$ cat config.mk
export PLATFORM = sky130hd
export DESIGN_NAME = phc_codec
export DESIGN_NICKNAME = d
export VERILOG_FILES = /design/src/inc/phc_pkg.sv /design/src/verilog/phc_codec.sv
export SDC_FILE = /design/constraint.sdc
export NUM_CORES = 1
export LEC_CHECK = 0
export ABC_AREA = 0
export BUFFER_PORTS_ARGS = -buffer_cell sky130_fd_sc_hd__buf_2
export CAP_MARGIN = 20
export CORE_AREA = 8 8 227 229
export CTS_CLUSTER_DIAMETER = 100
export CTS_CLUSTER_SIZE = 40
export DETAILED_ROUTE_END_ITERATION = 8
export DIE_AREA = 0 0 235 237
export PLACE_DENSITY = 0.57
export SYNTH_ARGS = -nofsm -noshare
export SYNTH_HDL_FRONTEND = slang
export SYNTH_SLANG_ARGS = --single-unit
$ cat constraint.sdc
create_clock -name aclk -period 3.4 [get_ports aclk]
set_clock_uncertainty 0.05 [all_clocks]
set_input_delay 0.17 -clock aclk [delete_from_list [all_inputs] [get_ports aclk]]
set_output_delay 0.17 -clock aclk [all_outputs]
set_load 0.01 [all_outputs]
$ cat src/inc/phc_pkg.sv
// Constants for the header-encoded packet codec
package phc_pkg;
  // Header field positions
  localparam int TAG_HI = 63;
  localparam int TAG_LO = 56;
  localparam int CLS_HI = 55;
  localparam int CLS_LO = 52;
  localparam int SUB_HI = 51;
  localparam int SUB_LO = 48;
  localparam int PRI_HI = 46;
  localparam int PRI_LO = 45;
  localparam int CRF_BIT = 44;
  localparam int SIZE_HI = 43;
  localparam int SIZE_LO = 36;
  localparam int ERR_BIT = 35;
  localparam int ADDR_HI = 33;
  localparam int MLEN_HI = 63;
  localparam int MLEN_LO = 60;
  localparam int MSEG_HI = 59;
  localparam int MSEG_LO = 56;
  localparam int MBOX_HI = 9;
  localparam int MBOX_LO = 4;
  localparam int LTR_HI = 1;
  localparam int INFO_HI = 31;
  localparam int INFO_LO = 16;
  // Transaction classes
  localparam logic [3:0] CLS_READ = 4'h2;
  localparam logic [3:0] CLS_WRITE = 4'h5;
  localparam logic [3:0] CLS_SWRITE = 4'h6;
  localparam logic [3:0] CLS_DBELL = 4'hA;
  localparam logic [3:0] CLS_MSG = 4'hB;
  localparam logic [3:0] CLS_RESP = 4'hD;
  // Response subtypes and status
  localparam logic [3:0] SUB_RESP_NODATA = 4'h0;
  localparam logic [3:0] SUB_RESP_DATA = 4'h8;
  localparam logic [3:0] SUB_RESP_MSG = 4'h1;
  localparam logic [3:0] STATUS_DONE = 4'h0;
  localparam logic [1:0] PRIO_ILLEGAL = 2'h3;
  // Register map
  localparam logic [3:0] OFS_CTRL = 4'h0;
  localparam logic [3:0] OFS_ERRCNT = 4'h4;
  localparam logic [3:0] OFS_PKTCNT = 4'h8;
  localparam logic [5:0] CTRL_RESET = 6'h3F;
  localparam logic [1:0] RESP_OKAY = 2'h0;
  localparam logic [1:0] RESP_SLVERR = 2'h2;
  typedef enum logic [2:0] {
    RX_IDLE = 3'b001,
    RX_HDR = 3'b010,
    RX_DATA = 3'b100
  } phc_rx_state_t;
endpackage

$ cat src/verilog/phc_codec.sv
// Header-encoded packet codec with AXI4-Lite control registers
`timescale 1ns/1ps
// What this block does
// - Beats move only when valid and ready are both high.
// - Final beat of every packet carries the last-beat flag.
// - Each beat carries data with byte enables.
// - Header occupies its own beat; payload follows in separate beats.
// - Common header fields share bit positions across all classes.
// - Transaction tag sits in header bits 63 to 56.
// - Four-bit class code sits in bits 55 to 52.
// - Only classes 2, 5, 6, A, B, D accepted on the request path; build may narrow.
// - Subtype in bits 51 to 48 used only for classes 2, 5, 13.
// - Bit 44 carries the critical flow flag.
// - Bits 43 to 36 hold payload byte count minus one.
// - Error bit 35 meaningful only for responses, else zero.
// - Received response status DONE clears error bit, any other sets it.
// - Responses: class 1101, subtype 0000, 1000 or 0001.
// - Read and write classes carry byte address in bits 33 to 0.
// - Messages: segment count and index minus one in top nibbles.
// - Messages: mailbox in bits 9 to 4, letter in bits 1 to 0.
module phc_codec #(
  parameter logic [5:0] CLASS_BUILD = 6'h3F
) (
  input wire logic aclk,
  input wire logic aresetn,
  input wire logic [31:0] s_axi_awaddr,
  input wire logic s_axi_awvalid,
  output logic s_axi_awready,
  input wire logic [31:0] s_axi_wdata,
  input wire logic [3:0] s_axi_wstrb,
  input wire logic s_axi_wvalid,
  output logic s_axi_wready,
  output logic [1:0] s_axi_bresp,
  output logic s_axi_bvalid,
  input wire logic s_axi_bready,
  input wire logic [31:0] s_axi_araddr,
  input wire logic s_axi_arvalid,
  output logic s_axi_arready,
  output logic [31:0] s_axi_rdata,
  output logic [1:0] s_axi_rresp,
  output logic s_axi_rvalid,
  input wire logic s_axi_rready,
  input wire logic [63:0] s_req_tdata,
  input wire logic [7:0] s_req_tkeep,
  input wire logic s_req_tlast,
  input wire logic s_req_tvalid,
  output logic s_req_tready,
  output logic [63:0] c_req_tdata,
  output logic [7:0] c_req_tkeep,
  output logic c_req_tlast,
  output logic c_req_header,
  output logic c_req_tvalid,
  input wire logic c_req_tready,
  output logic [7:0] c_req_tag,
  output logic [3:0] c_req_class,
  output logic [3:0] c_req_subtype,
  output logic [1:0] c_req_prio,
  output logic c_req_crf,
  output logic [7:0] c_req_size,
  output logic [33:0] c_req_addr,
  input wire logic c_rsp_valid,
  output logic c_rsp_ready,
  input wire logic [7:0] c_rsp_tag,
  input wire logic [3:0] c_rsp_class,
  input wire logic [3:0] c_rsp_subtype,
  input wire logic [1:0] c_rsp_prio,
  input wire logic c_rsp_crf,
  input wire logic [7:0] c_rsp_size,
  input wire logic [3:0] c_rsp_status,
  input wire logic [33:0] c_rsp_addr,
  input wire logic [3:0] c_rsp_msg_len,
  input wire logic [3:0] c_rsp_msg_seg,
  input wire logic [5:0] c_rsp_mailbox,
  input wire logic [1:0] c_rsp_letter,
  input wire logic c_rsp_has_data,
  input wire logic [63:0] c_rsp_ddata,
  input wire logic [7:0] c_rsp_dkeep,
  input wire logic c_rsp_dlast,
  input wire logic c_rsp_dvalid,
  output logic c_rsp_dready,
  output logic [63:0] m_rsp_tdata,
  output logic [7:0] m_rsp_tkeep,
  output logic m_rsp_tlast,
  output logic m_rsp_tvalid,
  input wire logic m_rsp_tready
);
  function automatic logic class_ok(input logic [3:0] cls, input logic [5:0] mask);
    logic ok;
    ok = 1'b0;
    case (cls)
      phc_pkg::CLS_READ: ok = mask[0];
      phc_pkg::CLS_WRITE: ok = mask[1];
      phc_pkg::CLS_SWRITE: ok = mask[2];
      phc_pkg::CLS_DBELL: ok = mask[3];
      phc_pkg::CLS_MSG: ok = mask[4];
      phc_pkg::CLS_RESP: ok = mask[5];
      default: ok = 1'b0;
    endcase
    return ok;
  endfunction

  function automatic logic has_subtype(input logic [3:0] cls);
    return cls == phc_pkg::CLS_READ || cls == phc_pkg::CLS_WRITE || cls == phc_pkg::CLS_RESP;
  endfunction

  // ---------------- Register bus ----------------
  logic aw_have_r, aw_have_nxt, w_have_r, w_have_nxt;
  logic [3:0] aw_ofs_r, aw_ofs_nxt;
  logic [31:0] wdata_r, wdata_nxt;
  logic [3:0] wstrb_r, wstrb_nxt;
  logic bvalid_r, bvalid_nxt, rvalid_r, rvalid_nxt;
  logic [1:0] bresp_r, bresp_nxt, rresp_r, rresp_nxt;
  logic [31:0] rdata_r, rdata_nxt;
  logic [5:0] ctrl_r, ctrl_nxt;
  logic [15:0] drop_cnt_r, drop_cnt_nxt, prio_cnt_r, prio_cnt_nxt;
  logic [15:0] tx_cnt_r, tx_cnt_nxt, rx_cnt_r, rx_cnt_nxt;
  logic bus_hit;
  logic tx_pkt_done, tx_drop_done, tx_bad_prio, rx_hdr_take;

  always_comb begin
    aw_have_nxt = aw_have_r;
    w_have_nxt = w_have_r;
    aw_ofs_nxt = aw_ofs_r;
    wdata_nxt = wdata_r;
    wstrb_nxt = wstrb_r;
    bvalid_nxt = bvalid_r;
    bresp_nxt = bresp_r;
    rvalid_nxt = rvalid_r;
    rresp_nxt = rresp_r;
    rdata_nxt = rdata_r;
    ctrl_nxt = ctrl_r;
    bus_hit = 1'b0;
    if (s_axi_awvalid && !aw_have_r) begin
      aw_have_nxt = 1'b1;
      aw_ofs_nxt = s_axi_awaddr[3:0];
    end
    if (s_axi_wvalid && !w_have_r) begin
      w_have_nxt = 1'b1;
      wdata_nxt = s_axi_wdata;
      wstrb_nxt = s_axi_wstrb;
    end
    if (aw_have_r && w_have_r && !bvalid_r) begin
      bus_hit = aw_ofs_r == phc_pkg::OFS_CTRL;
      if (bus_hit && wstrb_r[0]) begin
        ctrl_nxt = wdata_r[5:0] & CLASS_BUILD;
      end
      bvalid_nxt = 1'b1;
      bresp_nxt = bus_hit ? phc_pkg::RESP_OKAY : phc_pkg::RESP_SLVERR;
      aw_have_nxt = 1'b0;
      w_have_nxt = 1'b0;
    end else if (bvalid_r && s_axi_bready) begin
      bvalid_nxt = 1'b0;
    end
    if (s_axi_arvalid && !rvalid_r) begin
      rvalid_nxt = 1'b1;
      rresp_nxt = phc_pkg::RESP_OKAY;
      case (s_axi_araddr[3:0])
        phc_pkg::OFS_CTRL: rdata_nxt = {26'h0, ctrl_r};
        phc_pkg::OFS_ERRCNT: rdata_nxt = {prio_cnt_r, drop_cnt_r};
        phc_pkg::OFS_PKTCNT: rdata_nxt = {rx_cnt_r, tx_cnt_r};
        default: begin
          rdata_nxt = 32'h00000000;
          rresp_nxt = phc_pkg::RESP_SLVERR;
        end
      endcase
    end else if (rvalid_r && s_axi_rready) begin
      rvalid_nxt = 1'b0;
    end
    drop_cnt_nxt = drop_cnt_r + 16'(tx_drop_done);
    prio_cnt_nxt = prio_cnt_r + 16'(tx_bad_prio);
    tx_cnt_nxt = tx_cnt_r + 16'(tx_pkt_done);
    rx_cnt_nxt = rx_cnt_r + 16'(rx_hdr_take);
  end

  always_ff @(posedge aclk) begin
    if (!aresetn) begin
      aw_have_r <= 1'b0;
      w_have_r <= 1'b0;
      aw_ofs_r <= 4'h0;
      wdata_r <= 32'h00000000;
      wstrb_r <= 4'h0;
      bvalid_r <= 1'b0;
      bresp_r <= 2'h0;
      rvalid_r <= 1'b0;
      rresp_r <= 2'h0;
      rdata_r <= 32'h00000000;
      ctrl_r <= phc_pkg::CTRL_RESET & CLASS_BUILD;
      drop_cnt_r <= 16'h0000;
      prio_cnt_r <= 16'h0000;
      tx_cnt_r <= 16'h0000;
      rx_cnt_r <= 16'h0000;
    end else begin
      aw_have_r <= aw_have_nxt;
      w_have_r <= w_have_nxt;
      aw_ofs_r <= aw_ofs_nxt;
      wdata_r <= wdata_nxt;
      wstrb_r <= wstrb_nxt;
      bvalid_r <= bvalid_nxt;
      bresp_r <= bresp_nxt;
      rvalid_r <= rvalid_nxt;
      rresp_r <= rresp_nxt;
      rdata_r <= rdata_nxt;
      ctrl_r <= ctrl_nxt;
      drop_cnt_r <= drop_cnt_nxt;
      prio_cnt_r <= prio_cnt_nxt;
      tx_cnt_r <= tx_cnt_nxt;
      rx_cnt_r <= rx_cnt_nxt;
    end
  end

  assign s_axi_awready = !aw_have_r;
  assign s_axi_wready = !w_have_r;
  assign s_axi_bvalid = bvalid_r;
  assign s_axi_bresp = bresp_r;
  assign s_axi_arready = !rvalid_r;
  assign s_axi_rvalid = rvalid_r;
  assign s_axi_rresp = rresp_r;
  assign s_axi_rdata = rdata_r;

  // ---------------- Request path: user to core ----------------
  // One beat in flight; halves peak rate but keeps every output registered
  logic in_pkt_r, in_pkt_nxt, dropping_r, dropping_nxt;
  logic rdy_r, rdy_nxt, ov_r, ov_nxt, ohdr_r, ohdr_nxt, olast_r, olast_nxt;
  logic [63:0] odata_r, odata_nxt;
  logic [7:0] okeep_r, okeep_nxt;
  logic [7:0] tag_r, tag_nxt, size_r, size_nxt;
  logic [3:0] cls_r, cls_nxt, sub_r, sub_nxt;
  logic [1:0] pri_r, pri_nxt;
  logic crf_r, crf_nxt;
  logic [33:0] addr_r, addr_nxt;
  logic s_take, hdr_beat;
  logic [3:0] in_cls;

  always_comb begin
    in_pkt_nxt = in_pkt_r;
    dropping_nxt = dropping_r;
    ov_nxt = ov_r;
    ohdr_nxt = ohdr_r;
    olast_nxt = olast_r;
    odata_nxt = odata_r;
    okeep_nxt = okeep_r;
    tag_nxt = tag_r;
    cls_nxt = cls_r;
    sub_nxt = sub_r;
    pri_nxt = pri_r;
    crf_nxt = crf_r;
    size_nxt = size_r;
    addr_nxt = addr_r;
    tx_pkt_done = 1'b0;
    tx_drop_done = 1'b0;
    tx_bad_prio = 1'b0;
    s_take = s_req_tvalid && rdy_r;
    hdr_beat = !in_pkt_r;
    in_cls = s_req_tdata[phc_pkg::CLS_HI:phc_pkg::CLS_LO];
    if (ov_r && c_req_tready) begin
      ov_nxt = 1'b0;
    end
    if (s_take) begin
      in_pkt_nxt = !s_req_tlast;
      if (hdr_beat) begin
        dropping_nxt = !class_ok(in_cls, ctrl_r);
      end
      if ((hdr_beat && !class_ok(in_cls, ctrl_r)) || (!hdr_beat && dropping_r)) begin
        tx_drop_done = s_req_tlast;
      end else begin
        ov_nxt = 1'b1;
        ohdr_nxt = hdr_beat;
        olast_nxt = s_req_tlast;
        odata_nxt = s_req_tdata;
        okeep_nxt = s_req_tkeep;
        tx_pkt_done = s_req_tlast;
        if (hdr_beat) begin
          // Fields decoded from fixed positions, reserved bits never looked at
          tag_nxt = s_req_tdata[phc_pkg::TAG_HI:phc_pkg::TAG_LO];
          cls_nxt = in_cls;
          sub_nxt = has_subtype(in_cls) ? s_req_tdata[phc_pkg::SUB_HI:phc_pkg::SUB_LO] : 4'h0;
          pri_nxt = s_req_tdata[phc_pkg::PRI_HI:phc_pkg::PRI_LO];
          crf_nxt = s_req_tdata[phc_pkg::CRF_BIT];
          size_nxt = s_req_tdata[phc_pkg::SIZE_HI:phc_pkg::SIZE_LO];
          addr_nxt = s_req_tdata[phc_pkg::ADDR_HI:0];
          // Bad priority is counted, not blocked; the far end owns it
          tx_bad_prio = in_cls != phc_pkg::CLS_RESP &&
                        s_req_tdata[phc_pkg::PRI_HI:phc_pkg::PRI_LO] == phc_pkg::PRIO_ILLEGAL;
        end
      end
    end
    rdy_nxt = !ov_nxt;
  end

  always_ff @(posedge aclk) begin
    if (!aresetn) begin
      in_pkt_r <= 1'b0;
      dropping_r <= 1'b0;
      rdy_r <= 1'b0;
      ov_r <= 1'b0;
      ohdr_r <= 1'b0;
      olast_r <= 1'b0;
      odata_r <= 64'h0000000000000000;
      okeep_r <= 8'h00;
      tag_r <= 8'h00;
      cls_r <= 4'h0;
      sub_r <= 4'h0;
      pri_r <= 2'h0;
      crf_r <= 1'b0;
      size_r <= 8'h00;
      addr_r <= 34'h000000000;
    end else begin
      in_pkt_r <= in_pkt_nxt;
      dropping_r <= dropping_nxt;
      rdy_r <= rdy_nxt;
      ov_r <= ov_nxt;
      ohdr_r <= ohdr_nxt;
      olast_r <= olast_nxt;
      odata_r <= odata_nxt;
      okeep_r <= okeep_nxt;
      tag_r <= tag_nxt;
      cls_r <= cls_nxt;
      sub_r <= sub_nxt;
      pri_r <= pri_nxt;
      crf_r <= crf_nxt;
      size_r <= size_nxt;
      addr_r <= addr_nxt;
    end
  end

  assign s_req_tready = rdy_r;
  assign c_req_tvalid = ov_r;
  assign c_req_header = ohdr_r;
  assign c_req_tlast = olast_r;
  assign c_req_tdata = odata_r;
  assign c_req_tkeep = okeep_r;
  assign c_req_tag = tag_r;
  assign c_req_class = cls_r;
  assign c_req_subtype = sub_r;
  assign c_req_prio = pri_r;
  assign c_req_crf = crf_r;
  assign c_req_size = size_r;
  assign c_req_addr = addr_r;

  // ---------------- Receive path: core to user ----------------
  phc_pkg::phc_rx_state_t st_r, st_nxt;
  logic mv_r, mv_nxt, ml_r, ml_nxt, hrdy_r, hrdy_nxt, drdy_r, drdy_nxt;
  logic [63:0] md_r, md_nxt;
  logic [7:0] mk_r, mk_nxt;
  logic [63:0] hword;

  always_comb begin
    hword = 64'h0000000000000000;
    hword[phc_pkg::CLS_HI:phc_pkg::CLS_LO] = c_rsp_class;
    hword[phc_pkg::PRI_HI:phc_pkg::PRI_LO] = c_rsp_prio;
    hword[phc_pkg::CRF_BIT] = c_rsp_crf;
    hword[phc_pkg::SIZE_HI:phc_pkg::SIZE_LO] = c_rsp_size;
    if (has_subtype(c_rsp_class)) begin
      hword[phc_pkg::SUB_HI:phc_pkg::SUB_LO] = c_rsp_subtype;
    end
    case (c_rsp_class)
      phc_pkg::CLS_MSG: begin
        hword[phc_pkg::MLEN_HI:phc_pkg::MLEN_LO] = c_rsp_msg_len;
        hword[phc_pkg::MSEG_HI:phc_pkg::MSEG_LO] = c_rsp_msg_seg;
        hword[phc_pkg::MBOX_HI:phc_pkg::MBOX_LO] = c_rsp_mailbox;
        hword[phc_pkg::LTR_HI:0] = c_rsp_letter;
      end
      phc_pkg::CLS_RESP: begin
        hword[phc_pkg::TAG_HI:phc_pkg::TAG_LO] = c_rsp_tag;
        hword[phc_pkg::ERR_BIT] = c_rsp_status != phc_pkg::STATUS_DONE;
      end
      phc_pkg::CLS_DBELL: begin
        hword[phc_pkg::TAG_HI:phc_pkg::TAG_LO] = c_rsp_tag;
        hword[phc_pkg::INFO_HI:phc_pkg::INFO_LO] = c_rsp_addr[phc_pkg::INFO_HI:phc_pkg::INFO_LO];
      end
      default: begin
        hword[phc_pkg::TAG_HI:phc_pkg::TAG_LO] = c_rsp_tag;
        hword[phc_pkg::ADDR_HI:0] = c_rsp_addr;
      end
    endcase
  end

  always_comb begin
    st_nxt = st_r;
    mv_nxt = mv_r;
    ml_nxt = ml_r;
    md_nxt = md_r;
    mk_nxt = mk_r;
    rx_hdr_take = 1'b0;
    if (mv_r && m_rsp_tready) begin
      mv_nxt = 1'b0;
    end
    case (st_r)
      phc_pkg::RX_IDLE: begin
        if (c_rsp_valid && hrdy_r) begin
          rx_hdr_take = 1'b1;
          mv_nxt = 1'b1;
          md_nxt = hword;
          mk_nxt = 8'hFF;
          ml_nxt = !c_rsp_has_data;
          st_nxt = c_rsp_has_data ? phc_pkg::RX_DATA : phc_pkg::RX_HDR;
        end
      end
      phc_pkg::RX_HDR: begin
        if (!mv_nxt) begin
          st_nxt = phc_pkg::RX_IDLE;
        end
      end
      phc_pkg::RX_DATA: begin
        if (c_rsp_dvalid && drdy_r) begin
          mv_nxt = 1'b1;
          md_nxt = c_rsp_ddata;
          mk_nxt = c_rsp_dkeep;
          ml_nxt = c_rsp_dlast;
          if (c_rsp_dlast) begin
            st_nxt = phc_pkg::RX_HDR;
          end
        end
      end
      default: st_nxt = phc_pkg::RX_IDLE;
    endcase
    hrdy_nxt = st_nxt == phc_pkg::RX_IDLE && !mv_nxt;
    drdy_nxt = st_nxt == phc_pkg::RX_DATA && !mv_nxt;
  end

  always_ff @(posedge aclk) begin
    if (!aresetn) begin
      st_r <= phc_pkg::RX_IDLE;
      mv_r <= 1'b0;
      ml_r <= 1'b0;
      md_r <= 64'h0000000000000000;
      mk_r <= 8'h00;
      hrdy_r <= 1'b0;
      drdy_r <= 1'b0;
    end else begin
      st_r <= st_nxt;
      mv_r <= mv_nxt;
      ml_r <= ml_nxt;
      md_r <= md_nxt;
      mk_r <= mk_nxt;
      hrdy_r <= hrdy_nxt;
      drdy_r <= drdy_nxt;
    end
  end

  assign c_rsp_ready = hrdy_r;
  assign c_rsp_dready = drdy_r;
  assign m_rsp_tvalid = mv_r;
  assign m_rsp_tlast = ml_r;
  assign m_rsp_tdata = md_r;
  assign m_rsp_tkeep = mk_r;
endmodule

==> results of run 1 <==
-- cells in the mapped netlist (4+ instances only) --
library cell  number
a21boi_0          18
a21oi_1            6
a221oi_1          28
a222oi_1           6
a22oi_1           29
a311o_1            8
and2_1            95
and3_1             9
buf_1              7
buf_2             12
buf_4              5
buf_6              5
clkbuf_1          94
dfxtp_1          337
ha_1               8
inv_1             15
mux2i_1           90
nand2_1          349
nand2b_1           4
nand3_1          115
nand4_1           11
nor2_1            41
nor2b_1           22
nor3_1            14
nor3b_1           22
nor4_1             7
o211a_1           28
o21ai_0          124
o221a_2            8
or3_1             11
xnor2_1           26
xor2_1            20
-- worst reg2reg max path, cell delays in order (launching register included) --
cell	delay, ns
dfxtp_1	0.37
nand4b_1	0.11
a21boi_0	0.11
o41a_1	0.48
nand3_4	0.11
buf_4	0.47
buf_4	0.73
mux2i_1	0.31
-- logic make-up (layout without fill, tap and decap cells) --
logic type | Yosys count | count (layout) | share of synthesized area, %
and+or+nand+nor | 719 | 719 | 24.4
adders and majority gates | 8 | 8 | 0.711
xor gates and xnor gates | 46 | 46 | 2.86
DFF | 337 | 337 | 47.9
AOI/OAI and AO/OA | 272 | 272 | 13.5
other | 1 | 3 | 0.0266
muxes | 90 | 90 | 6.39
buffers and inverters | 138 | 778 | 4.18
-- power by group --
part,internal [W],switching [W]
logic,0.000548,0.000569
registers,0.00409,0.0000815
clock network,0.000923,0.00143
total,0.00556,0.00208
-- timing repair --
| item | in CTS | in global routing |
|---|---|---|
| setup endpoints to repair | 0 | 0 |
| hold buffers | 213 | 0 |
| endpoints found under the hold margin | 226 | 0 |
-- final cells by class --
cell class	instances	area share, %
clock inverter	8	0.670
clock buffer	16	1.97
tap	622	3.93
sequential	337	34.1
multi-input combinational	1137	34.3
antenna	1	0.0126
timing repair buffer	739	24.7
inverter	15	0.285
-- state kept, by name, indices dropped and copies added (netlist names), 16 cells and up --
name / cells
c_req_addr: 34
c_req_tdata: 64
m_rsp_tdata: 64
s_axi_rdata: 32
rx_cnt_r: 16
prio_cnt_r: 16
drop_cnt_r: 16
tx_cnt_r: 16
-- per-layer routing --
metal | wire, um | share of wire, % | GRT usage [%] | vias to the layer above
met5 | 0 | 0 | 0 | -
met4 | 1280 | 2.6 | 4.63 | 0
met3 | 3750 | 7.8 | 4.60 | 83
met2 | 23000 | 48 | 28.3 | 441
met1 | 20200 | 42 | 19.5 | 6502
li1 | - | - | - | 6791
-- how the worst max path moves through the flow --
stage	from	end	slack (ns)	cells past startpoint
after detailed placement	s_req_tdata[53]	c_req_tdata[13]	0.42	8
after global routing	s_req_tdata[53]	c_req_tdata[23]	0.25	9
final	s_req_tdata[53]	c_req_tdata[29]	0.36	9
after CTS	s_req_tdata[53]	c_req_tdata[23]	0.42	9
after floorplan	s_req_tdata[54]	tx_cnt_r[13]	0.47	13
after global placement	s_req_tdata[52]	c_req_tdata[49]	0.48	8
-- through the flow --
step                instances  power, W  cell area (um^2)
global route             2875   0.00801             19800
detailed placement       2637   0.00518             17100
floorplan                1612   0.00473             14100
finish                   2875   0.00765             19800
CTS                      2874   0.00775             19800
global placement         2637   0.00516             17100
==> qor.csv, run 1 <==
stage;metric;value;unit
worst_setup_path;Worst Reg-to-Reg Cells;7;
timing;Worst-Margin Slew;1.09;ns
clock_tree;total CTS buffers;15;
worst_setup_path;type of origin of the critical path;input pin;
yosys;Syn Std Cell Area;0.0141;mm^2
worst_hold_path;hold path start;c_rsp_ddata[39];
timing;crit path time final;3.04;ns
clock_tree;number of setup buffers added after CTS;0;
power_and_ir_drop;Leak;9.22;nW
timing;period utilisation layout;89.4;%
worst_hold_path;Worst Hold Path Cells;4;
clock_tree;root buf cell;clkbuf_16;
detailed_routing;Vias;13800;
floorplan;Initial Util;29.3;%
global_routing;pin count of the biggest net entering global routing;115;
detailed_routing;vias per inst;4.81;
yosys;synthesized area per cell;8.74;um^2
detailed_routing;initial DRC count;910;
yosys;synthesized instance count;1611;
layout;most frequent cells in the layout;buf_2, nand2_1, dfxtp_1;
floorplan;I/O pins;594;
yosys;Seq cells post-synth;337;
timing;final worst setup slack;0.359;ns
worst_hold_path;HP Class;in2reg;
timing;Final Hold Viols;0;
global_routing;GRT Resource Usage Total;16.3;%
floorplan;Core ar.;0.0481;mm^2
timing;# setup viols final;0;
worst_setup_path;Buffers & Inverters on Critical Path;4;
timing;setup repair after global routing missed its margin;false;
layout;commonest non-fill, non-tap cell in the layout;buf_2;
layout;layout cells sized above 1;25.2;%
layout;FILL cells;4768;
worst_setup_path;worst r2r src;ctrl_r[4];
worst_setup_path;CP endpoint kind;flop;
worst_setup_path;critical path cell sequence;dlygate4sd3_1 -> buf_2 -> and4b_1 -> a22o_1 -> o41a_1 -> nand3_4 -> buf_4 -> buf_4 -> mux2i_1;
clock_tree;clock-pin slew on the worst setup and hold paths;0.13;ns
timing;Setup TNS;0;ns
timing;Fin Hold WS;0.0355;ns
global_routing;initial antenna violation count;1;
detailed_routing;Wirelength per Cell;16.8;um
detailed_routing;# DRC;0;
place;pre-CTS setup slack;0.421;ns
yosys;Yosys top cell area share;47.9;%
detailed_routing;Routed WL;48200;um
timing;Rel. slew slack;27.0;%
place;GPL Wtd Cong;0.864;
yosys;ranking of synthesized cells by area;dfxtp_1, nand2_1, mux2i_1;
global_routing;total gr overflow;0;
worst_setup_path;reg2reg setup slack;0.57;ns
clock_tree;clk sink count;337;
yosys;yosys warns;0;
worst_setup_path;Critical Path Most Common Cell;buf_4;
yosys;Synth cell types;56;
layout;sequential cell area;0.00675;mm^2
timing;Slew Viols, Final;0;
clock_tree;# H-tree levels;1;
yosys;ys flop type;dfxtp_1;
status;outcome;completed;
floorplan;die area;0.0557;mm^2
worst_setup_path;Largest delay share family, worst path;buffers and inverters;
power_and_ir_drop;Worst VDD drop;405;uV
floorplan;Die Width;235;um
power_and_ir_drop;Pwr Density;386;mW/mm^2
place;Port Buffers;506;
worst_setup_path;CP Data Required Time;3.79;ns
detailed_routing;Post-DRT Antenna Nets;0;
global_routing;vias in the first global route;13600;
worst_hold_path;hold endpoint;m_rsp_tdata[39];
worst_setup_path;crit path DAT;3.43;ns
clock_tree;TritonCTS clock tree;yes;
yosys;ys async rst share;0;%
layout;Final Core Density;41.1;%
clock_tree;later-pin clock latency in the skew report;0.54;ns
clock_tree;clk buf depth;3;
layout;Synth-to-Final Area Change;40.4;%
global_routing;first-pass GRT wire length;75400;um
layout;area of the multi-input gates;0.00679;mm^2
yosys;register area share after synthesis;47.9;%
worst_setup_path;FF-to-FF End;c_req_tdata[29];
timing;fmax;329;MHz
worst_setup_path;Crit Path Max Fanout;43;
yosys;Yosys top cell by area;dfxtp_1;
detailed_routing;DRT Pass-1 Iters;8;
yosys;Post-synth EDFFs;0;
worst_setup_path;critical setup path kind;in2reg;
job;Max-Cap Viols;0;
layout;Layout Nets;2593;
worst_setup_path;Max stage delay on crit path;0.70;ns
worst_setup_path;critical path's slowest cell;buf_4;
place;DP Wirelength;35000;um
clock_tree;# resized after CTS;0;
floorplan;FP Rows;81;
floorplan;Die Y;237;um
(Power assumes the default switching activity.)
==> run 2: changes to the inputs <==
PLACE_DENSITY = 0.66   (was 0.57)
==> run 2 against run 1 <==
First-iteration DRC count fell by 7.0%. Routed wire length is 1.8% higher. Sequential power about the same. Combinational power about the same. Critical path depth is 3 higher. Register-to-register slack worse by 0.11 ns. Non-clock buffer count is 24 higher.
==> qor.csv, run 2 (synthesized netlist as in run 1, its figures left out) <==
stage;metric;value;unit;change
power_and_ir_drop;Leak;9.30;nW;was 9.22 nW
layout;Synth-to-Final Area Change;41.7;%;was 40.4%
power_and_ir_drop;Worst VDD drop;449;uV;was 405 uV
global_routing;first-pass GRT wire length;76600;um;was 75400 um
floorplan;FP Rows;81;;unchanged
layout;layout cells sized above 1;25.5;%;was 25.2%
floorplan;Core ar.;0.0481;mm^2;unchanged
timing;Worst-Margin Slew;1.02;ns;was 1.09 ns
floorplan;I/O pins;594;;unchanged
power_and_ir_drop;Psw;0.00205;W;was 0.00208 W
power_and_ir_drop;Pint;0.00554;W;was 0.00556 W
place;post-placement cell count;2651;;was 2637
layout;commonest non-fill, non-tap cell in the layout;buf_2;;unchanged
worst_hold_path;HP Class;in2reg;;unchanged
layout;Layout Nets;2617;;was 2593
floorplan;Die Width;235;um;unchanged
power_and_ir_drop;sequential share of power;55.0;%;was 54.6%
worst_setup_path;critical path's slowest cell;or4_1;;was buf_4
worst_setup_path;critical setup path kind;in2reg;;unchanged
worst_setup_path;worst r2r src;ctrl_r[2];;was ctrl_r[4]
clock_tree;total CTS buffers;15;;unchanged
global_routing;initial antenna violation count;3;;was 1
power_and_ir_drop;Pwr Total;0.00760;W;was 0.00765 W
timing;Final Hold Viols;0;;unchanged
power_and_ir_drop;Logic pwr share;15.1;%;was 14.6%
worst_setup_path;Worst Reg-to-Reg Cells;10;;was 7
worst_setup_path;Largest delay share family, worst path;simple AND/OR/NAND/NOR gates;;was buffers and inverters
layout;area of the multi-input gates;0.00679;mm^2;unchanged
worst_hold_path;hold path start;c_rsp_dlast;;was c_rsp_ddata[39]
layout;FILL cells;4622;;was 4768
worst_setup_path;Max stage delay on crit path;0.62;ns;was 0.70 ns
worst_setup_path;type of origin of the critical path;input pin;;unchanged
floorplan;Die Y;237;um;unchanged
timing;final worst setup slack;0.367;ns;was 0.359 ns
power_and_ir_drop;Pwr Density;381;mW/mm^2;was 386 mW/mm^2
place;pre-CTS setup slack;0.384;ns;was 0.421 ns
place;DP Wirelength;35200;um;was 35000 um
worst_setup_path;CP Data Required Time;3.81;ns;was 3.79 ns
clock_tree;later-pin clock latency in the skew report;0.54;ns;about the same
timing;# setup viols final;0;;unchanged
clock_tree;number of setup buffers added after CTS;0;;unchanged
timing;fmax;330;MHz;was 329 MHz
place;GPL Wtd Cong;0.863;;was 0.864
worst_setup_path;FF-to-FF End;tx_cnt_r[13];;was c_req_tdata[29]
timing;crit path time final;3.03;ns;was 3.04 ns
worst_setup_path;critical path cell sequence;dlygate4sd3_1 -> buf_2 -> nor4b_2 -> a22o_1 -> o41a_1 -> nand3_4 -> nor2_1 -> ha_1 -> nand3_1 -> or4_1 -> or3_1 -> a21boi_0;;was dlygate4sd3_1 -> buf_2 -> and4b_1 -> a22o_1 -> o41a_1 -> nand3_4 -> buf_4 -> buf_4 -> mux2i_1
detailed_routing;vias per inst;4.85;;was 4.81
worst_setup_path;Crit Path Max Fanout;9;;was 43
timing;Rel. slew slack;32.2;%;was 27.0%
detailed_routing;# DRC;0;;unchanged
layout;Final Core Density;41.5;%;was 41.1%
worst_setup_path;crit path DAT;3.44;ns;was 3.43 ns
worst_setup_path;CP endpoint kind;flop;;unchanged
global_routing;GRT Resource Usage Total;16.5;%;was 16.3%
place;Port Buffers;506;;unchanged
detailed_routing;Routed WL;49100;um;was 48200 um
detailed_routing;Wirelength per Cell;16.9;um;was 16.8 um
detailed_routing;Vias;14100;;was 13800
layout;Post-Layout Cell Count;2899;;was 2875
timing;period utilisation layout;89.2;%;was 89.4%
layout;most frequent cells in the layout;buf_2, nand2_1, dfxtp_1;;unchanged
clock_tree;clk sink count;337;;unchanged
floorplan;die area;0.0557;mm^2;unchanged
detailed_routing;initial DRC count;846;;was 910
global_routing;total gr overflow;0;;unchanged
worst_setup_path;reg2reg setup slack;0.46;ns;was 0.57 ns
clock_tree;TritonCTS clock tree;yes;;unchanged
floorplan;Initial Util;29.3;%;unchanged
global_routing;vias in the first global route;14300;;was 13600
status;outcome;completed;;unchanged
power_and_ir_drop;switch share;27.0;%;was 27.2%
clock_tree;root buf cell;clkbuf_16;;unchanged
global_routing;pin count of the biggest net entering global routing;166;;was 115
layout;sequential cell area;0.00675;mm^2;unchanged
worst_setup_path;Buffers & Inverters on Critical Path;2;;was 4
timing;Slew Viols, Final;0;;unchanged
worst_hold_path;Worst Hold Path Cells;3;;was 4
timing;Setup TNS;0;ns;unchanged
detailed_routing;DRT Pass-1 Iters;6;;was 8
clock_tree;clock-pin slew on the worst setup and hold paths;0.12;ns;was 0.13 ns
job;Max-Cap Viols;0;;unchanged
worst_hold_path;hold endpoint;m_rsp_tlast;;was m_rsp_tdata[39]
timing;setup repair after global routing missed its margin;false;;unchanged
clock_tree;# H-tree levels;1;;unchanged
clock_tree;clk buf depth;3;;unchanged
detailed_routing;Post-DRT Antenna Nets;0;;unchanged
power_and_ir_drop;clock group share of total power;30.0;%;was 30.8%
-- run 2: worst max-delay path by stage --
stage                    startpoint      endpoint  slack (ns)  cells past startpoint
detailed placement  s_req_tdata[54]  tx_cnt_r[13]        0.38                     11
global route        s_req_tdata[54]  tx_cnt_r[13]        0.16                     12
floorplan           s_req_tdata[54]  tx_cnt_r[13]        0.47                     13
global placement    s_req_tdata[52]  tx_cnt_r[13]        0.45                     11
CTS                 s_req_tdata[54]  tx_cnt_r[13]        0.37                     12
finish              s_req_tdata[54]  tx_cnt_r[13]        0.37                     12
-- run 2: layout make-up --
type                    instances  area share (%)
flip-flops and latches        337            33.8
repair buffers                763            25.5
inverters                      15           0.282
well taps                     622            3.90
clock inverters                 8           0.570
multi-input cells            1137            34.0
diodes                          2          0.0251
clock buffers                  15            1.88
-- run 2: worst reg2reg max path, stage by stage (launching register included) --
cell and delay [ns]:
dfxtp_1 0.40, nand3b_1 0.09, a211oi_1 0.33, o41a_1 0.25, nand3_4 0.09, nor2_1 0.11, ha_1 0.18, nand3_1 0.21
or4_1 0.62, or3_1 0.37, a21boi_0 0.18
-- run 2: routing by layer --
layer | wire length, um | global-route usage, % | part of all wire [%]
met1 | 20100 | 19.3 | 41
met2 | 23700 | 28.7 | 48
met3 | 3640 | 4.62 | 7.4
met4 | 1680 | 5.90 | 3.4
met5 | 0 | 0 | 0
-- run 2: timing repair --
action	in CTS	in global routing
resized for setup	0	0
endpoints found under the hold margin	228	0
hold buffers	223	0
-- run 2: power groups by stage --
stage | registers (W) | clock network, W | logic (W)
global placement | 0.00426 | 0 | 0.000909
finish | 0.00418 | 0.00228 | 0.00114
global route | 0.00420 | 0.00251 | 0.00124
floorplan | 0.00431 | 0 | 0.000420
CTS | 0.00417 | 0.00237 | 0.00114
detailed placement | 0.00426 | 0 | 0.000928
-- run 2: through the flow --
stage	hold WS (ns)	cell area, um^2
after CTS	0.00168	20000
after global placement	0.350	17200
final	0.0342	20000
after floorplan	0.250	14100
after detailed placement	0.353	17200
after global routing	0.0254	20000
==> run 3: changes to the inputs <==
CORE_AREA = 8 8 223 225   (was 8 8 227 229)
DIE_AREA = 0 0 231 233   (was 0 0 235 237)
PLACE_DENSITY = 0.69   (was 0.66)
clock period = 2.56 ns   (was 3.4 ns; I/O delays follow)
==> run 3 against run 2 <==
Core utilization is 2.9 points higher. Worst hold slack improved by 0.013 ns. Clock-buffer cell count is the same. Worst setup slack worse by 0.34 ns. Routed wire length increased by 3.2%. Total power up 37%. First-iteration DRC count is 12% higher. Global-route usage is 1.2 points higher. Design area is 2.3% higher. Clock power is 43% higher. Largest cell class unchanged. Highest routed layer unchanged.
==> qor.csv, run 3 (synthesized netlist as in run 1, its figures left out) <==
stage;metric;value;unit;change
power_and_ir_drop;Logic pwr share;15.2;%;was 15.1%
timing;period utilisation layout;98.8;%;
worst_setup_path;crit path from;ctrl_r[2];;was s_req_tdata[54]
global_routing;first-pass GRT wire length;78600;um;was 76600 um
floorplan;I/O pins;594;;unchanged
timing;Rel. slew slack;37.6;%;was 32.2%
timing;Fin Hold WS;0.0468;ns;was 0.0342 ns
timing;fmax;395;MHz;
floorplan;die area;0.0538;mm^2;was 0.0557 mm^2
status;outcome;completed;;unchanged
worst_setup_path;Critical Path Most Common Cell;ha_4;;
floorplan;Die Width;231;um;was 235 um
layout;layout cells sized above 1;27.1;%;was 25.5%
clock_tree;clk sink count;337;;unchanged
detailed_routing;Post-DRT Antenna Nets;0;;unchanged
worst_setup_path;CP Data Required Time;2.97;ns;was 3.81 ns
global_routing;pin count of the biggest net entering global routing;125;;was 166
layout;Synth-to-Final Area Change;44.9;%;was 41.7%
worst_setup_path;critical path's slowest cell;or3_4;;was or4_1
clock_tree;clk buf depth;3;;unchanged
place;Port Buffers;506;;unchanged
layout;FILL cells;4318;;was 4622
global_routing;GRT Resource Usage Total;17.7;%;was 16.5%
timing;Setup TNS;0;ns;unchanged
clock_tree;root buf cell;clkbuf_16;;unchanged
timing;Worst-Margin Slew;0.936;ns;was 1.02 ns
clock_tree;TritonCTS clock tree;yes;;unchanged
clock_tree;total CTS buffers;15;;unchanged
layout;commonest non-fill, non-tap cell in the layout;buf_2;;unchanged
worst_setup_path;crit path DAT;2.94;ns;was 3.44 ns
timing;crit path time final;2.53;ns;
place;DP Wirelength;35500;um;was 35200 um
worst_setup_path;critical path cell sequence;nand3b_1 -> a211oi_2 -> o41a_1 -> nand3_4 -> nor2_4 -> ha_4 -> ha_4 -> nand2_2 -> or3_4 -> or3_1 -> a21boi_1;;was dlygate4sd3_1 -> buf_2 -> nor4b_2 -> a22o_1 -> o41a_1 -> nand3_4 -> nor2_1 -> ha_1 -> nand3_1 -> or4_1 -> or3_1 -> a21boi_0
worst_setup_path;Max stage delay on crit path;0.38;ns;was 0.62 ns
floorplan;Initial Util;30.6;%;was 29.3%
worst_hold_path;hold path start;s_req_tdata[55];;was c_rsp_dlast
worst_setup_path;reg2reg setup slack;0.03;ns;was 0.46 ns
place;placed inst area;0.0174;mm^2;was 0.0172 mm^2
detailed_routing;Vias;14400;;was 14100
timing;# setup viols final;0;;unchanged
worst_setup_path;critical setup path kind;reg2reg;;was in2reg
worst_setup_path;worst r2r src;ctrl_r[2];;unchanged
power_and_ir_drop;Pint;0.00753;W;was 0.00554 W
detailed_routing;Routed WL;50700;um;was 49100 um
floorplan;Core ar.;0.0461;mm^2;was 0.0481 mm^2
clock_tree;clock-pin slew on the worst setup and hold paths;0.13;ns;was 0.12 ns
timing;Final Hold Viols;0;;unchanged
detailed_routing;DRT Pass-1 Iters;5;;was 6
worst_setup_path;type of origin of the critical path;flop;;was input pin
power_and_ir_drop;Pwr Density;508;mW/mm^2;was 381 mW/mm^2
global_routing;vias in the first global route;14600;;was 14300
clock_tree;# H-tree levels;1;;unchanged
detailed_routing;Wirelength per Cell;17.4;um;was 16.9 um
place;GPL Wtd Cong;0.872;;was 0.863
power_and_ir_drop;sequential share of power;53.4;%;was 55.0%
timing;final worst setup slack;0.0304;ns;was 0.367 ns
detailed_routing;vias per inst;4.94;;was 4.85
clock_tree;later-pin clock latency in the skew report;0.53;ns;was 0.54 ns
floorplan;FP Rows;79;;was 81
detailed_routing;initial DRC count;949;;was 846
power_and_ir_drop;Psw;0.00284;W;was 0.00205 W
power_and_ir_drop;Worst VDD drop;548;uV;was 449 uV
worst_hold_path;HP Class;in2reg;;unchanged
layout;Layout Nets;2641;;was 2617
global_routing;total gr overflow;0;;unchanged
power_and_ir_drop;Pwr Total;0.0104;W;was 0.00760 W
place;pre-CTS setup slack;-0.171;ns;was 0.384 ns
layout;most frequent cells in the layout;buf_2, nand2_1, dfxtp_1;;unchanged
detailed_routing;# DRC;0;;unchanged
power_and_ir_drop;clock group share of total power;31.3;%;was 30.0%
power_and_ir_drop;Leak;9.46;nW;was 9.30 nW
timing;Slew Viols, Final;0;;unchanged
power_and_ir_drop;switch share;27.4;%;was 27.0%
worst_setup_path;CP endpoint kind;flop;;unchanged
worst_setup_path;Crit Path Max Fanout;5;;was 9
layout;design area;0.0204;mm^2;was 0.0200 mm^2
floorplan;Die Y;233;um;was 237 um
timing;setup repair after global routing missed its margin;true;;was false
job;Max-Cap Viols;0;;unchanged
global_routing;initial antenna violation count;6;;was 3
run 3: changes by cell type in the layout (fill, tap and decap cells not counted), moves of 3 or more:
cell / previous run / this run
ha_1: 8 / 5
a21boi_1: 3 / 6
dfxtp_2: 0 / 3
diode_2: 2 / 5
nor3_2: 0 / 4
dfxtp_1: 337 / 334
dlygate4sd3_1: 223 / 226
buf_4: 29 / 45
a21boi_0: 18 / 15
buf_12: 5 / 9
nor3_1: 14 / 9
run 3: power groups by stage:
stage | registers (W) | clock network (W) | logic, W
floorplan | 0.00572 | 0 | 0.000563
global placement | 0.00564 | 0 | 0.00123
detailed placement | 0.00565 | 0 | 0.00126
CTS | 0.00554 | 0.00339 | 0.00154
global route | 0.00557 | 0.00357 | 0.00171
finish | 0.00554 | 0.00325 | 0.00158
run 3: path summary, 6_finish.rpt:
check                    end  cells after the start
max             tx_cnt_r[10]                     11
min          c_req_tdata[55]                      4
max reg2reg     tx_cnt_r[10]                     11
min reg2reg  c_req_tdata[57]                      2
run 3: area by class of cell:
| cell class | instances | area [um^2] | share of cell area (%) |
|---|---|---|---|
| timing repair buffer | 787 | 5350 | 26.2 |
| clock buffer | 15 | 375 | 1.84 |
| antenna | 5 | 12.5 | 0.0613 |
| tap | 607 | 759 | 3.72 |
| multi-input combinational | 1137 | 6920 | 33.9 |
| sequential | 337 | 6750 | 33.1 |
| clock inverter | 9 | 191 | 0.938 |
| inverter | 15 | 56.3 | 0.276 |
run 3: stage by stage:
step	utilization, %	instances
after floorplan	-	1612
after global placement	37.8	2651
after detailed placement	37.8	2651
after CTS	44.0	2902
after global routing	44.3	2910
final	44.3	2912
run 3: critical path: cells and delay by family (launching register included):
family	cells	cell delay, ns
fa+ha+maj	2	0.31
compound gates	3	0.68
simple gates	6	1.06
flops	1	0.36
run 3: layer usage:
metal / part of all wire, % / wire length (um) / global-route usage [%]
met5: 0 / 0 / 0
met4: 4.2 / 2140 / 7.58
met1: 40 / 20100 / 20.7
met2: 48 / 24400 / 30.1
met3: 8.0 / 4030 / 4.86
run 3: timing repair:
| item | in CTS | in global routing |
|---|---|---|
| gates resized for setup | 7 | 10 |
| hold buffers | 226 | 0 |
| pin swaps | 8 | 4 |
| setup buffers | 1 | 3 |
| hold endpoints to repair | 226 | 0 |
| setup endpoints to repair | 5 | 42 |
